### src/logic/cevr_defs.svh
// register offsets, field positions and reset values of the comparator block
`ifndef CEVR_DEFS_SVH
`define CEVR_DEFS_SVH
`define CEVR_OFS_STAT    32'h0000_2300
`define CEVR_OFS_CMP1    32'h0000_2310
`define CEVR_CMP_STRIDE  32'h0000_0020
`define CEVR_OFS_REF     32'h0000_2360
`define CEVR_OFS_IRQST   32'h0000_2370
`define CEVR_OFS_IRQMSK  32'h0000_2374
`define CEVR_B_ON        15
`define CEVR_B_PINDRV    14
`define CEVR_B_INV       13
`define CEVR_B_FLAG      9
`define CEVR_B_RES       8
`define CEVR_B_EDGE      6
`define CEVR_B_PLUS      4
`define CEVR_B_MINUS     0
`define CEVR_B_STFLAG    16
`define CEVR_B_PICK      8
`define CEVR_B_LEVEL     16
`define CEVR_B_REFON     15
`define CEVR_B_REFOE     8
`define CEVR_B_REFSRC    0
`define CEVR_RST_WORD    32'h0000_0000
`endif

### src/logic/cevr_pkg.sv
// types shared by the comparator and reference control files
`default_nettype none
package cevr_pkg;
	typedef enum logic [1:0] {
		EDGE_NONE = 2'b00,
		EDGE_RISE = 2'b01,
		EDGE_FALL = 2'b10,
		EDGE_ANY  = 2'b11
	} cevr_edge_e;
	typedef struct packed {
		logic       en;
		logic       pinDrv;
		logic       inv;
		logic [1:0] edgeSel;
		logic       plusSel;
		logic [1:0] minusSel;
	} cevr_cmpctl_s;
	typedef struct packed {
		logic       en;
		logic [4:0] level;
		logic       pinOe;
		logic [1:0] src;
	} cevr_refctl_s;
endpackage : cevr_pkg
`default_nettype wire

### src/logic/cevr_sync.sv
// two-stage synchroniser for the asynchronous comparator outputs
`timescale 1ns/1ps
`default_nettype none
module cevr_sync #(
	parameter int W = 3
) (
	input  wire logic         clk,
	input  wire logic         reset,
	input  wire logic [W-1:0] asyncIn,
	output logic      [W-1:0] syncOut
);
	typedef struct packed {
		logic [W-1:0] s1;
		logic [W-1:0] s2;
	} cevr_sync_s;
	cevr_sync_s s;
	cevr_sync_s n;
	always_comb
	begin
		n = s;
		n.s1 = asyncIn;
		n.s2 = s.s1; // RL16
	end
	always_ff @(posedge clk or posedge reset)
	begin
		if (reset)
			s <= '0;
		else
			s <= n;
	end
	assign syncOut = s.s2;
endmodule : cevr_sync
`default_nettype wire

### src/logic/cevr_chan.sv
// one comparator: polarity, edge selection, sticky event flag and pin data
`timescale 1ns/1ps
`default_nettype none
module cevr_chan
	import cevr_pkg::*;
(
	input  wire logic       clk,
	input  wire logic       reset,
	input  wire logic       enable,
	input  wire logic       invert,
	input  wire logic       pinDrive,
	input  wire logic [1:0] edgeSel,
	input  wire logic       rawIn,
	input  wire logic       flagClr,
	output logic            result,
	output logic            flag,
	output logic            pinData,
	output logic            evtPulse
);
	typedef struct packed {
		logic prevRaw;
		logic result;
		logic flag;
		logic pinData;
		logic evt;
	} cevr_chan_s;
	cevr_chan_s s;
	cevr_chan_s n;
	logic rise;
	logic fall;
	logic hit;
	// edges are taken on the raw comparison, so a polarity change
	// never looks like an output transition
	always_comb
	begin
		n = s;
		rise = rawIn & ~s.prevRaw;
		fall = ~rawIn & s.prevRaw;
		unique case (cevr_edge_e'(edgeSel))
			EDGE_NONE: hit = 1'b0; // RL8
			EDGE_RISE: hit = rise; // RL7
			EDGE_FALL: hit = fall; // RL6
			EDGE_ANY:  hit = rise | fall; // RL5
		endcase
		n.prevRaw = rawIn; // RL16
		n.evt = enable & ~s.flag & hit; // RL1 RL4
		n.flag = n.evt | (s.flag & ~flagClr); // RL4
		n.result = enable & (rawIn ^ invert); // RL1 RL3
		n.pinData = pinDrive & n.result; // RL2
	end
	always_ff @(posedge clk or posedge reset)
	begin
		if (reset)
			s <= '0;
		else
			s <= n;
	end
	assign result   = s.result;
	assign flag     = s.flag;
	assign pinData  = s.pinData;
	assign evtPulse = s.evt;
endmodule : cevr_chan
`default_nettype wire

### src/logic/cevr_top.sv
// comparator and reference control: register slave, three comparators, interrupt
//
// Design decision made here: the plain strobed port.
`timescale 1ns/1ps
`default_nettype none
`include "cevr_defs.svh"
// Summary of operation
// [RL1] comparator acts only while enabled
// [RL2] pin drive bit puts result on pin
// [RL3] result bit follows comparison, polarity inverts
// [RL4] sticky flag set, blocks further events
// [RL5] code 11 events on any change
// [RL6] code 10 falls, or rises when inverted; the code takes raw comparison falls, whatever the invert bit
// [RL7] code 01 rises, or falls when inverted; the code takes raw comparison rises, whatever the invert bit
// [RL8] code 00 gives no events
// [RL9] plus input picks reference or pin A
// [RL10] minus select picks B, C, D, bandgap
// [RL11] unimplemented bits ignore writes, read zero
// [RL12] reference outputs only while enabled
// [RL13] level code scales source over 32
// [RL14] reference pin connect bit
// [RL15] source select supply, external, ground
// [RL16] synchronise comparator outputs before edges
// [RL17] software clears flag after service
module cevr_top
	import cevr_pkg::*;
#(
	parameter int NCMP = 3,
	parameter int AW   = 16
) (
	input  wire logic              clk,
	input  wire logic              reset,
	input  wire logic [AW-1:0]     addr,
	input  wire logic [31:0]       wrData,
	input  wire logic              wrStb,
	input  wire logic              rdStb,
	output logic      [31:0]       rdData,
	input  wire logic [NCMP-1:0]   cmpRaw,
	output logic      [NCMP-1:0]   cmpPowerOn,
	output logic      [NCMP-1:0]   plusUseRef,
	output logic      [2*NCMP-1:0] minusSel,
	output logic                   refPick,
	output logic      [NCMP-1:0]   cmpPinOut,
	output logic      [NCMP-1:0]   cmpPinOe_n,
	output logic      [NCMP-1:0]   cmpTrig,
	output logic                   refPowerOn,
	output logic      [4:0]        refLevelCode,
	output logic                   refPinConnect,
	output logic                   refSrcSupply,
	output logic                   refSrcExtPin,
	output logic                   irq
);
	// status and interrupt words hold one bit per comparator; three fit the map
	generate
		if (NCMP < 1 || NCMP > 3)
		begin : gBadCount
			$error("NCMP must be 1 to 3");
		end
		if (AW < 14 || AW > 32)
		begin : gBadAddr
			$error("AW must be 14 to 32");
		end
	endgenerate

	typedef struct packed {
		cevr_cmpctl_s [NCMP-1:0] cmp;
		cevr_refctl_s            refc;
		logic                    refPick;
		logic [NCMP-1:0]         irqStat;
		logic [NCMP-1:0]         irqMask;
		logic [31:0]             rdData;
	} cevr_top_s;

	cevr_top_s s;
	cevr_top_s n;

	logic [NCMP-1:0] rawSync;
	logic [NCMP-1:0] chResult;
	logic [NCMP-1:0] chFlag;
	logic [NCMP-1:0] chPin;
	logic [NCMP-1:0] chEvt;
	logic [NCMP-1:0] flagClr;
	logic [NCMP-1:0] cmpWrHit;
	logic [NCMP-1:0] cmpRdHit;
	logic [31:0]     rdWord;

	function automatic logic [AW-1:0] cmpOfs(input int idx);
		logic [31:0] full;
		full = `CEVR_OFS_CMP1 + `CEVR_CMP_STRIDE * 32'(idx);
		return full[AW-1:0];
	endfunction : cmpOfs

	function automatic logic [AW-1:0] ofs(input logic [31:0] full);
		return full[AW-1:0];
	endfunction : ofs

	// cores answer asynchronously; only the second stage is read, never the first
	cevr_sync #(
		.W(NCMP)
	) uSync (
		.clk     (clk),
		.reset   (reset),
		.asyncIn (cmpRaw),
		.syncOut (rawSync)
	);

	genvar gi;
	generate
		for (gi = 0; gi < NCMP; gi++)
		begin : gChan
			cevr_chan uChan (
				.clk      (clk),
				.reset    (reset),
				.enable   (s.cmp[gi].en),
				.invert   (s.cmp[gi].inv),
				.pinDrive (s.cmp[gi].pinDrv),
				.edgeSel  (s.cmp[gi].edgeSel),
				.rawIn    (rawSync[gi]),
				.flagClr  (flagClr[gi]),
				.result   (chResult[gi]),
				.flag     (chFlag[gi]),
				.pinData  (chPin[gi]),
				.evtPulse (chEvt[gi])
			);
		end
	endgenerate

	// comparator address decode for the write path; the read path decodes on its own
	always_comb
	begin
		for (int i = 0; i < NCMP; i++)
		begin
			cmpWrHit[i] = wrStb && addr == cmpOfs(i);
			cmpRdHit[i] = rdStb && addr == cmpOfs(i);
			// writing one to the flag bit clears it; RL17
			flagClr[i] = cmpWrHit[i] && wrData[`CEVR_B_FLAG];
		end
	end

	// read word assembly; undefined bits stay zero
	always_comb
	begin
		rdWord = `CEVR_RST_WORD;
		if (addr == ofs(`CEVR_OFS_STAT))
		begin
			rdWord[`CEVR_B_PICK] = s.refPick;
			for (int i = 0; i < NCMP; i++)
			begin
				rdWord[`CEVR_B_STFLAG + i] = chFlag[i];
				rdWord[i] = chResult[i];
			end
		end
		else if (addr == ofs(`CEVR_OFS_REF))
		begin
			rdWord[`CEVR_B_LEVEL +: 5] = s.refc.level;
			rdWord[`CEVR_B_REFON] = s.refc.en;
			rdWord[`CEVR_B_REFOE] = s.refc.pinOe;
			rdWord[`CEVR_B_REFSRC +: 2] = s.refc.src;
		end
		else if (addr == ofs(`CEVR_OFS_IRQST))
			rdWord[NCMP-1:0] = s.irqStat;
		else if (addr == ofs(`CEVR_OFS_IRQMSK))
			rdWord[NCMP-1:0] = s.irqMask;
		else
		begin
			for (int i = 0; i < NCMP; i++)
			begin
				if (addr == cmpOfs(i))
				begin
					rdWord[`CEVR_B_ON] = s.cmp[i].en;
					rdWord[`CEVR_B_PINDRV] = s.cmp[i].pinDrv;
					rdWord[`CEVR_B_INV] = s.cmp[i].inv;
					rdWord[`CEVR_B_FLAG] = chFlag[i]; // RL4
					rdWord[`CEVR_B_RES] = chResult[i]; // RL3
					rdWord[`CEVR_B_EDGE +: 2] = s.cmp[i].edgeSel;
					rdWord[`CEVR_B_PLUS] = s.cmp[i].plusSel;
					rdWord[`CEVR_B_MINUS +: 2] = s.cmp[i].minusSel;
				end
			end
		end
	end

	always_comb
	begin
		n = s;
		// read data stands only in the cycle after the strobe
		n.rdData = rdStb ? rdWord : `CEVR_RST_WORD;
		for (int i = 0; i < NCMP; i++)
		begin
			// only defined fields are stored, the rest is dropped; RL11
			if (cmpWrHit[i])
			begin
				n.cmp[i].en = wrData[`CEVR_B_ON]; // RL1
				n.cmp[i].pinDrv = wrData[`CEVR_B_PINDRV]; // RL2
				n.cmp[i].inv = wrData[`CEVR_B_INV]; // RL3
				n.cmp[i].edgeSel = wrData[`CEVR_B_EDGE +: 2];
				n.cmp[i].plusSel = wrData[`CEVR_B_PLUS]; // RL9
				n.cmp[i].minusSel = wrData[`CEVR_B_MINUS +: 2]; // RL10
			end
		end
		if (wrStb && addr == ofs(`CEVR_OFS_STAT))
			n.refPick = wrData[`CEVR_B_PICK]; // RL9
		if (wrStb && addr == ofs(`CEVR_OFS_REF))
		begin
			n.refc.en = wrData[`CEVR_B_REFON]; // RL12
			n.refc.level = wrData[`CEVR_B_LEVEL +: 5]; // RL13
			n.refc.pinOe = wrData[`CEVR_B_REFOE]; // RL14
			n.refc.src = wrData[`CEVR_B_REFSRC +: 2]; // RL15
		end
		if (wrStb && addr == ofs(`CEVR_OFS_IRQMSK))
			n.irqMask = wrData[NCMP-1:0];
		// a new event beats a write-one clear in the same cycle
		if (wrStb && addr == ofs(`CEVR_OFS_IRQST))
			n.irqStat = s.irqStat & ~wrData[NCMP-1:0];
		n.irqStat = n.irqStat | chEvt;
	end

	always_ff @(posedge clk or posedge reset)
	begin
		if (reset)
			s <= '0;
		else
			s <= n;
	end

	assign rdData = s.rdData;
	assign irq = |(s.irqStat & s.irqMask);
	assign cmpTrig = chEvt; // RL4
	assign cmpPinOut = chPin; // RL2
	assign refPick = s.refPick;

	// analog controls come straight from registers, so the cores never see decode glitches
	always_comb
	begin
		for (int i = 0; i < NCMP; i++)
		begin
			cmpPowerOn[i] = s.cmp[i].en; // RL1
			// low enable drives the pin only when on and routed; RL2
			cmpPinOe_n[i] = ~(s.cmp[i].en & s.cmp[i].pinDrv);
			plusUseRef[i] = s.cmp[i].plusSel; // RL9
			minusSel[2*i +: 2] = s.cmp[i].minusSel; // RL10
		end
	end

	// ladder is gated off while disabled, so code is forced low too
	assign refPowerOn = s.refc.en; // RL12
	assign refLevelCode = s.refc.en ? s.refc.level : 5'h00; // RL13
	assign refPinConnect = s.refc.en & s.refc.pinOe; // RL14
	// codes 10 and 00 leave both sources off: output sits at ground
	assign refSrcSupply = s.refc.en & (s.refc.src == 2'b11); // RL15
	assign refSrcExtPin = s.refc.en & (s.refc.src == 2'b01); // RL15
endmodule : cevr_top
`default_nettype wire

### config.mk
export PLATFORM = sky130hd
export DESIGN_NAME = cevr_top
export DESIGN_NICKNAME = d
export VERILOG_FILES = /design/src/logic/cevr_pkg.sv /design/src/logic/cevr_sync.sv /design/src/logic/cevr_chan.sv /design/src/logic/cevr_top.sv
export VERILOG_INCLUDE_DIRS = /design/src /design/src/logic
export SDC_FILE = /design/constraint.sdc
export NUM_CORES = 1
export LEC_CHECK = 0
export ABC_AREA = 1
export BUFFER_PORTS_ARGS = -buffer_cell sky130_fd_sc_hd__buf_2
export CORE_UTILIZATION = 52
export CTS_CLUSTER_DIAMETER = 40
export DETAILED_ROUTE_END_ITERATION = 7
export PLACE_DENSITY_LB_ADDON = 0.3
export SETUP_SLACK_MARGIN = 0.15
export SLEW_MARGIN = 40
export SYNTH_ARGS = -nofsm -noshare
export SYNTH_HDL_FRONTEND = slang
export SYNTH_SLANG_ARGS = --single-unit
### constraint.sdc
create_clock -name clk -period 2.4 [get_ports clk]
set_clock_uncertainty 0.1 [all_clocks]
set_input_delay 0.12 -clock clk [delete_from_list [all_inputs] [get_ports clk]]
set_output_delay 0.12 -clock clk [all_outputs]
set_load 0.01 [all_outputs]
==> results by group, run 1 <==
Synthesis
  • Syn Inst Count: 454
  • Seq/Total Area, Yosys: 0.4947
  • Area fraction of the dominant cell type after synthesis: 0.4947
  • Number of synthesis warnings: 0
  • Count leader, synth: nand2_1
  • Main flop type after synthesis: dfrtp_1
  • Synthesized area: 3895 um^2
  • Post-synthesis register bit count: 77
  • Syn_area_per_cell: 8.579 um^2
  • Synth cell count leaders: nand2_1, dfrtp_1, inv_1
  • Top cells by area, synth: dfrtp_1, buf_4, nand2_1, o21ai_0, inv_1
  • Post-synth top area cell: dfrtp_1
  • Netlist cell types: 31
  • FFs w/ async S/R, synth: 1.000
  • Number of flops mapped to enable cells by yosys: 0

Timing
  • RSZ-0062 raised after global routing: no
  • Worst rel slew slack: 0.6668
  • FMAX: 585.5 MHz
  • Max-slew violation count: 0
  • Setup TNS: 0 ps
  • Setup ws final: 692.1 ps
  • Fin crit period: 1708 ps
  • Hold WS: 44.62 ps
  • Tcrit/Tclk final: 0.7116
  • Final Hold Vio Count: 0
  • Worst-margin pin slew: 498.6 ps
  • # setup viols final: 0

Critical path
  • Slowest-stage cell, CP: and2_1
  • Crit start category: input port
  • Crit-path cells: buf_2, nor2_2, and2_1, nand2_4, inv_1, nand2_1, inv_2, nand2_1, o21ai_0, o21ai_0
  • Worst Path Class, Setup: input port to flop
  • Crit-path max FO: 17
  • CP peak stage delay: 340 ps
  • Crit end category: flop
  • Crit path arrival time: 1820 ps
  • WP data required: 2510 ps

Floorplanning
  • IO Count: 119
  • Site row count: 31
  • Die Outline Area: 7840 um^2
  • Die X: 88.55 um
  • Die Y: 88.55 um
  • Initial Util: 0.5370
  • Core Box Area: 7253 um^2

Clock tree
  • Clk buf depth: 2
  • Cts repair resizes: 0
  • Clock root buffer: clkbuf_8
  • # clock sinks: 77
  • CTS buffer count: 9
  • H-tree depth: 3
  • Clock Latency Late Sink: 330 ps
  • Clock transition at path regs: 80 ps
  • CTS tree: yes

Global routing
  • Total congestion overflow: 0
  • Gr usage total: 0.2355
  • Vias in the first global route: 2923
  • Largest net degree at the start of global routing: 34
  • First-pass GRT wire length: 13900 um
  • Antenna violations before repair: 0

Route
  • Total Wirelength: 8421 um
  • Routed wire per std cell: 13.24 um
  • Via count: 3119
  • DR DRC count: 0
  • First DRT Iteration DRCs: 196
  • Post-route ant nets: 0
  • DR pass1 iterations: 5
  • DR vias/cell: 4.904

Layout
  • Number of nets in the layout: 593
  • Area grow syn2layout: 15.32%
  • Fin util: 0.6193
  • Diode count: 0
  • Share of post-route cells with drive strength above 1: 0.2384

Outcome
  • Status: finished, final reports clean

Place
  • Port bufs: 86
  • GPL Wtd Cong: 0.9558
  • Hpwl dp: 6255 um
  • Pre-CTS WS: 371.9 ps

Flow run
  • Max_cap viols: 0

Power and ir drop
  • P_int: 0.001764 W
  • Sw Pwr: 0.0005692 W
  • Peak VDD IR: 0.2981 mV
  • Sw frac: 0.2439
  • Tot Pwr: 0.002334 W
  • Sequential Power Share: 0.561
  • Gate power share: 0.066
  • Clk pwr share: 0.373
  • Pleak: 2.458 nW
  • Power per cell area: 519.5 nW/um^2

Min path
  • Hold WC Path Type: input port to flop
metal layers:
layer / GRT usage / up-vias / part of all wire
li1: - / 1530 / -
met1: 0.3256 / 1461 / 0.46
met2: 0.3755 / 117 / 0.47
met3: 0.03638 / 11 / 0.051
met4: 0.09091 / 0 / 0.018
met5: 0 / - / 0
kinds of logic (layout without fill, tap and decap cells):
| logic type | Yosys count | count (layout) | share of synthesized area |
|---|---|---|---|
| muxes | 5 | 5 | 0.01638 |
| other | 1 | 16 | 0.0009628 |
| buffers and inverters | 117 | 185 | 0.1664 |
| and+or+nand+nor | 171 | 171 | 0.1963 |
| AOI/OAI and AO/OA | 74 | 74 | 0.09926 |
| xor gates and xnor gates | 3 | 3 | 0.006747 |
| adders and majority gates | 6 | 6 | 0.01927 |
| DFF | 77 | 77 | 0.4947 |
path summary, 6_finish.rpt:
kind,startpoint,end,slack [ps],cells past startpoint
min reg2reg,uSync.n[2],uSync.syncOut[2],250,0
min,wrData[15],cmpPowerOn[1],40,3
max reg2reg,uSync.syncOut[1],gChan[1].uChan.flag,1100,4
max in group asynchronous,reset,refPowerOn,1270,4
min in group asynchronous,reset,uSync.n[0],240,3
max,addr[1],gChan[0].uChan.flag,690,10
sequential cells by signal (all words and copies together), names as in the netlist:
register,count
cmpPowerOn,3
gChan.uChan.evtPulse,3
gChan.uChan.flag,3
gChan.uChan.pinData,3
gChan.uChan.result,3
gChan.uChan.s,3
minusSel,6
plusUseRef,3
rdData,16
refPick,1
refPowerOn,1
s,26
uSync.n,3
uSync.syncOut,3
what timing repair did:
item | 4_1_cts | 5_1_grt
hold buffers | 17 | 0
endpoints found under the hold margin | 46 | 0
buffers inserted | 0 | 0
area by class of cell:
| cell class | count | area (um^2) |
|---|---|---|
| Clock inverter | 6 | 38.79 |
| Sequential cell | 77 | 1927 |
| Fill cell | 664 | 2761 |
| Inverter | 60 | 230.2 |
| Timing Repair Buffer | 109 | 658.1 |
| Clock buffer | 10 | 137.6 |
| Multi-Input combinational cell | 275 | 1376 |
| Tap cell | 99 | 123.9 |
placed cells by master (no fill, tap or decap), types with 9 or more instances in the layout:
master / synthesis / routed
a21oi_1: 9 / 9
buf_2: 1 / 86
clkbuf_8: 0 / 10
conb_1: 1 / 16
dfrtp_1: 77 / 77
dlygate4sd3_1: 0 / 17
inv_1: 57 / 56
nand2_1: 86 / 86
nand3_1: 29 / 29
nor2_1: 35 / 35
o21ai_0: 56 / 56
critical path, delay by kind of cell:
family / cells / cell delay, ps
buf+inv: 3 / 330
simple gates: 5 / 990
compound gates: 2 / 380
power by group through the flow:
stage | sequential, W | combinational, W | clock, W
after floorplan | 0.00133 | 0.0000902 | 0
after global placement | 0.00134 | 0.000130 | 0
after detailed placement | 0.00134 | 0.000134 | 0
after CTS | 0.00131 | 0.000156 | 0.000889
after global routing | 0.00131 | 0.000177 | 0.000939
final | 0.00131 | 0.000154 | 0.000870
through the flow:
| stage | instances | cell area, um^2 |
|---|---|---|
| 2_1_floorplan | 469 | 3951 |
| 3_3_place_gp | 603 | 4145 |
| 3_5_place_dp | 603 | 4145 |
| 4_1_cts | 636 | 4492 |
| 5_1_grt | 636 | 4492 |
| 6_report | 636 | 4492 |
No activity file was read; power rests on OpenSTA's default activity.
==> run 2, diff against run 1 <==
clock period = 1.7 ns   (was 2.4 ns; I/O delays follow)
==> results by group, run 2 (synthesized netlist as in run 1, its figures left out) <==
Route
  • Total Wirelength: 8444 um (+0.27%)
  • DR pass1 iterations: 5 (unchanged)
  • First DRT Iteration DRCs: 169 (-14%)
  • DR vias/cell: 4.913 (+0.19%)
  • Via count: 3169 (+1.6%)
  • DR DRC count: 0 (unchanged)
  • Routed wire per std cell: 13.09 um (-1.1%)
  • Post-route ant nets: 0 (unchanged)

Clock tree
  • CTS tree: yes
  • # clock sinks: 77 (unchanged)
  • Clock Latency Late Sink: 360 ps (+30 ps)
  • Cts repair resizes: 0 (unchanged)
  • Clock transition at path regs: 80 ps (about the same)
  • H-tree depth: 3 (unchanged)
  • Clock root buffer: clkbuf_8
  • Post-CTS setup repair buffer count: 0 (unchanged)
  • Clk buf depth: 2 (unchanged)
  • CTS buffer count: 9 (unchanged)

Global routing
  • Met2 Track Usage GR: 0.3804 (+0.004895)
  • Total congestion overflow: 0 (unchanged)
  • Routing usage on met3: 0.06063 (+0.02425)
  • Antenna violations before repair: 0 (unchanged)
  • First-pass GRT wire length: 13880 um (-0.15%)
  • Gr busiest metal: met2
  • Largest net degree at the start of global routing: 78 (+130%)
  • Vias in the first global route: 3019 (+3.3%)
  • Gr usage total: 0.2375 (+0.002008)
  • GRT met1 Usage: 0.3086 (-0.01704)

Critical path
  • Crit end category: output port
  • R2r setup slk: 400 ps (-700 ps)
  • Crit path arrival time: 1210 ps (-610 ps)
  • CP peak stage delay: 550 ps (+210 ps)
  • Crit-path max FO: 11 (-6)
  • Crit start category: flop
  • FF-to-FF End: gChan[1].uChan.flag
  • Crit-path cells: inv_1, nor2_1, buf_2
  • Worst R2R Path Depth: 4 (unchanged)
  • Worst Path Class, Setup: flop to output port
  • WP depth: 3 (-7)
  • Slowest-stage cell, CP: dfrtp_1
  • Worst path bufs/invs: 2 (-1)
  • WP data required: 1510 ps (-1000 ps)
  • Reg-to-reg startpoint: uSync.syncOut[1]
  • Delay-heaviest family, CP: flip-flops

Floorplanning
  • Initial Util: 0.5370 (unchanged)
  • IO Count: 119 (unchanged)
  • Die Outline Area: 7840 um^2 (unchanged)
  • Die Y: 88.55 um (unchanged)
  • Site row count: 31 (unchanged)
  • Core Box Area: 7253 um^2 (unchanged)
  • Die X: 88.55 um (unchanged)

Layout
  • Top reg by flops: s
  • Final cell count without fillers: 645 (+1.4%)
  • Most frequent cells in the layout: nand2_1, buf_2, dfrtp_1, inv_1, o21ai_0
  • Diode count: 0 (unchanged)
  • Share of post-route cells with drive strength above 1: 0.2454 (+0.007060)
  • Area grow syn2layout: 18.54%
  • Max FFs per register: 26 (unchanged)
  • Number of nets in the layout: 602 (+1.5%)

Power and ir drop
  • Power per cell area: 780.4 nW/um^2 (+50%)
  • Peak VDD IR: 0.5904 mV (+98%)
  • Sw frac: 0.2328 (-0.01115)
  • P_int: 0.002765 W (+57%)
  • Gate power share: 0.062 (-0.004)
  • Clk pwr share: 0.425 (+0.052)
  • Pleak: 2.516 nW (+2.3%)
  • Sequential Power Share: 0.513 (-0.048)
  • Sw Pwr: 0.0008387 W (+47%)

Min path
  • Worst hold stages: 4 (+1)
  • Hold WC Path Type: input port to flop
  • Hold Startpoint: addr[4]
  • Worst hold endpoint: rdData[19]

Place
  • GPL Wtd Cong: 0.9338 (-2.3%)
  • Port bufs: 86 (unchanged)
  • Hpwl dp: 6191 um (-1.0%)
  • Post-Place Cells: 609 (+1.0%)

Flow run
  • Max_cap viols: 0 (unchanged)

Timing
  • Hold WS: 25.51 ps (-19.11 ps)
  • Tcrit/Tclk final: 0.8225
  • Fin crit period: 1398 ps
  • Setup TNS: 0 ps (unchanged)
  • # setup viols final: 0 (unchanged)
  • RSZ-0062 raised after global routing: no
  • FMAX: 715.1 MHz
  • Final Hold Vio Count: 0 (unchanged)
  • Max-slew violation count: 0 (unchanged)

Outcome
  • Status: finished, final reports clean
-- run 2: cell count changes in the layout (fill, tap and decap cells not counted), sizes merged --
| cell | change |
|---|---|
| dlygate4sd3 | +3 |
| clkinv | -1 |
| clkbuf | -1 |
| buf | +6 |
| bufinv | +2 |
-- run 2: stage by stage --
step,utilization,total power [W],setup slack [ps],cell area [um^2]
6_report,0.6365,0.003603,301.7,4617
5_1_grt,0.6365,0.003749,182.9,4617
4_1_cts,0.6365,0.003635,268.3,4617
3_5_place_dp,0.5782,0.002075,68.24,4194
3_3_place_gp,0.5782,0.002071,92.18,4194
2_1_floorplan,-,0.002011,224.0,3955
-- run 2: power groups by stage --
stage	clock, W	combinational, W	sequential, W
final	0.00153	0.000223	0.00185
after global routing	0.00164	0.000256	0.00185
after CTS	0.00156	0.000226	0.00185
after detailed placement	0	0.000190	0.00189
after global placement	0	0.000186	0.00189
after floorplan	0	0.000128	0.00188
-- run 2: worst min-delay path: stages --
cell and delay (ps):
buf_2 130, nor2_1 80, nand2_4 110, nor2_1 50
-- run 2: area by class of cell --
cell class,count,area [um^2]
clock buffer,9,123.9
clock inverter,7,98.84
fill,636,2636
inverter,60,234.0
multi-input combinational,275,1376
sequential,77,1927
tap,99,123.9
timing repair buffer,118,733.2
-- run 2: worst max-delay path by stage --
stage	slack, ps	end	start
6_report	300	refSrcSupply	refPowerOn
5_1_grt	180	refSrcSupply	refPowerOn
4_1_cts	270	refSrcSupply	refPowerOn
3_5_place_dp	70	s[62]	addr[11]
3_3_place_gp	90	s[62]	addr[1]
2_1_floorplan	220	s[42]	addr[1]
-- run 2: what timing repair did --
item	CTS	global route
hold endpoints to repair	115	0
endpoints found under the setup margin	0	0
hold buffers	20	0
-- run 2: per-layer routing --
layer  vias up  part of all wire
met2       128              0.47
met3        17             0.060
li1       1570                 -
met1      1454              0.45
met5         -                 0
met4         0             0.021
==> run 3, diff against run 2 <==
CORE_UTILIZATION = 47   (was 52)
clock period = 1.15 ns   (was 1.7 ns; I/O delays follow)
==> results by group, run 3 (synthesized netlist as in run 1, its figures left out) <==
Timing
  • Tcrit/Tclk final: 1.132
  • Final Hold Vio Count: 0 (unchanged)
  • FMAX: 767.8 MHz
  • # setup viols final: 41 (+41)
  • Max-slew violation count: 0 (unchanged)
  • RSZ-0062 raised after global routing: yes
  • Setup TNS: -3053 ps (-3053 ps)
  • Setup ws final: -152.3 ps (-454.0 ps)
  • Fin crit period: 1302 ps

Layout
  • Final cell count without fillers: 727 (+13%)
  • Max FFs per register: 26 (unchanged)
  • Register Area: 1929 um^2 (+0.13%)
  • Most common cell after layout, fill and taps aside: dfrtp_1
  • FILL cells: 443 (-30%)
  • Footprint of the multi-input gates: 2021 um^2 (+47%)
  • Diode count: 0 (unchanged)
  • Number of nets in the layout: 681 (+13%)
  • Finished layout cell area: 6295 um^2 (+36%)
  • Top reg by flops: s
  • Most frequent cells in the layout: dfrtp_1, buf_2, buf_6, buf_4, inv_1
  • Area grow syn2layout: 61.61%
  • Share of post-route cells with drive strength above 1: 0.5392 (+0.2938)

Route
  • Routed wire per std cell: 17.21 um (+31%)
  • DR vias/cell: 5.248 (+6.8%)
  • First DRT Iteration DRCs: 293 (+73%)
  • Via count: 3815 (+20%)
  • DR pass1 iterations: 8 (+3)
  • Total Wirelength: 12510 um (+48%)
  • Post-route ant nets: 0 (unchanged)
  • DR DRC count: 0 (unchanged)

Floorplanning
  • Initial Util: 0.4938 (-0.04319)
  • Core Box Area: 7888 um^2 (+8.7%)
  • Die X: 93.04 um (+5.1%)
  • Site row count: 32 (+3.2%)
  • IO Count: 119 (unchanged)
  • Die Y: 93.04 um (+5.1%)
  • Die Outline Area: 8656 um^2 (+10%)

Critical path
  • CP peak stage delay: 440 ps (-110 ps)
  • Crit-path cells: buf_6, nand2_2, inv_2, buf_6
  • WP data required: 990 ps (-520 ps)
  • Critical path's most frequent cell: buf_6
  • Worst Path Class, Setup: flop to output port
  • Crit start category: flop
  • Worst path bufs/invs: 3 (+1)
  • Crit end category: output port
  • Worst R2R Path Depth: 4 (unchanged)
  • WP depth: 4 (+1)
  • Crit-path max FO: 3 (-8)
  • Slowest-stage cell, CP: dfrtp_2
  • Crit path arrival time: 1140 ps (-70 ps)
  • Delay-heaviest family, CP: flip-flops

Clock tree
  • Clock root buffer: clkbuf_8
  • CTS buffer count: 9 (unchanged)
  • CTS tree: yes
  • Clock transition at path regs: 90 ps (about the same)
  • Clk buf depth: 2 (unchanged)
  • Clock Latency Late Sink: 360 ps (about the same)
  • # clock sinks: 77 (unchanged)
  • H-tree depth: 3 (unchanged)

Global routing
  • Antenna violations before repair: 0 (unchanged)
  • Largest net degree at the start of global routing: 78 (unchanged)
  • Gr usage total: 0.2436 (+0.006146)
  • Total congestion overflow: 0 (unchanged)
  • First-pass GRT wire length: 15950 um (+15%)
  • Vias in the first global route: 3440 (+14%)

Power and ir drop
  • Peak VDD IR: 0.8320 mV (+41%)
  • Power per cell area: 864.2 nW/um^2 (+11%)
  • Tot Pwr: 0.005440 W (+51%)
  • Pleak: 3.244 nW (+29%)

Place
  • Hpwl dp: 6677 um (+7.9%)
  • Post-DP Area: 4541 um^2 (+8.3%)
  • Pre-CTS WS: -415.6 ps (-483.8 ps)
  • Port bufs: 86 (unchanged)
  • Post-Place Cells: 644 (+5.7%)
  • GPL Wtd Cong: 0.8859 (-5.1%)

Min path
  • Hold WC Path Type: input port to flop
  • Worst hold stages: 4 (unchanged)

Outcome
  • Violated checks: negative setup slack
  • Status: complete, but fails checks

Flow run
  • Max_cap viols: 0 (unchanged)
-- run 3: changes by cell type in the layout (fill, tap and decap cells not counted), sizes merged --
| cell | previous run | this run |
|---|---|---|
| bufinv | 2 | 1 |
| clkinvlp | 2 | 4 |
| inv | 60 | 57 |
| buf | 98 | 174 |
| clkinv | 3 | 4 |
| clkbuf | 9 | 13 |
-- run 3: repair_timing --
action                     4_1_cts  5_1_grt
setup endpoints to repair      108      114
gates cloned                     1        3
gates resized for setup         99      166
buffers inserted                25       18
hold endpoints to repair       121        0
pin swaps                       20       46
hold buffers                    20        0
-- run 3: worst paths after layout --
kind                             startpoint                       to  slack [ps]
setup / recovery                 refPowerOn          refLevelCode[2]        -150
hold / removal                        rdStb                rdData[8]          30
setup reg to reg           uSync.syncOut[1]  gChan[1].uChan.evtPulse         -70
hold reg to reg                  uSync.n[0]         uSync.syncOut[0]         250
max in group asynchronous             reset               refPowerOn         360
min in group asynchronous             reset                rdData[4]         220
-- run 3: where the power goes --
part | total, W | switching (W) | leakage [nW] | internal [W]
sequential | 0.00273 | 0.0000113 | 1.02 | 0.00272
clock | 0.00218 | 0.00110 | 0.0991 | 0.00108
combinational | 0.000528 | 0.000298 | 2.12 | 0.000230
-- run 3: through the flow --
step                hold slack [ps]  utilization
detailed placement            66.91       0.5757
CTS                          -32.31       0.6969
global placement              65.86       0.5757
floorplan                    -11.07            -
global route                  24.88       0.7981
finish                        32.00       0.7981
-- run 3: worst min-delay path: cells and delay by family --
| kind | cells | cell delay [ps] |
|---|---|---|
| buf+inv | 2 | 270 |
| compound gates | 2 | 130 |
-- run 3: metal layers --
metal | up-vias | wire, um | track usage
li1 | 1732 | - | -
met1 | 1836 | 4775 | 0.2920
met2 | 202 | 6608 | 0.4301
met3 | 45 | 731 | 0.04878
met4 | 0 | 396 | 0.09359
met5 | - | 0 | 0
-- run 3: area by class of cell --
cell class | instances | share of cell area
timing repair buffer | 197 | 0.2745
tap | 102 | 0.02027
multi-input combinational | 275 | 0.3210
sequential | 77 | 0.3065
clock buffer | 10 | 0.02186
inverter | 60 | 0.04452
clock inverter | 6 | 0.01133
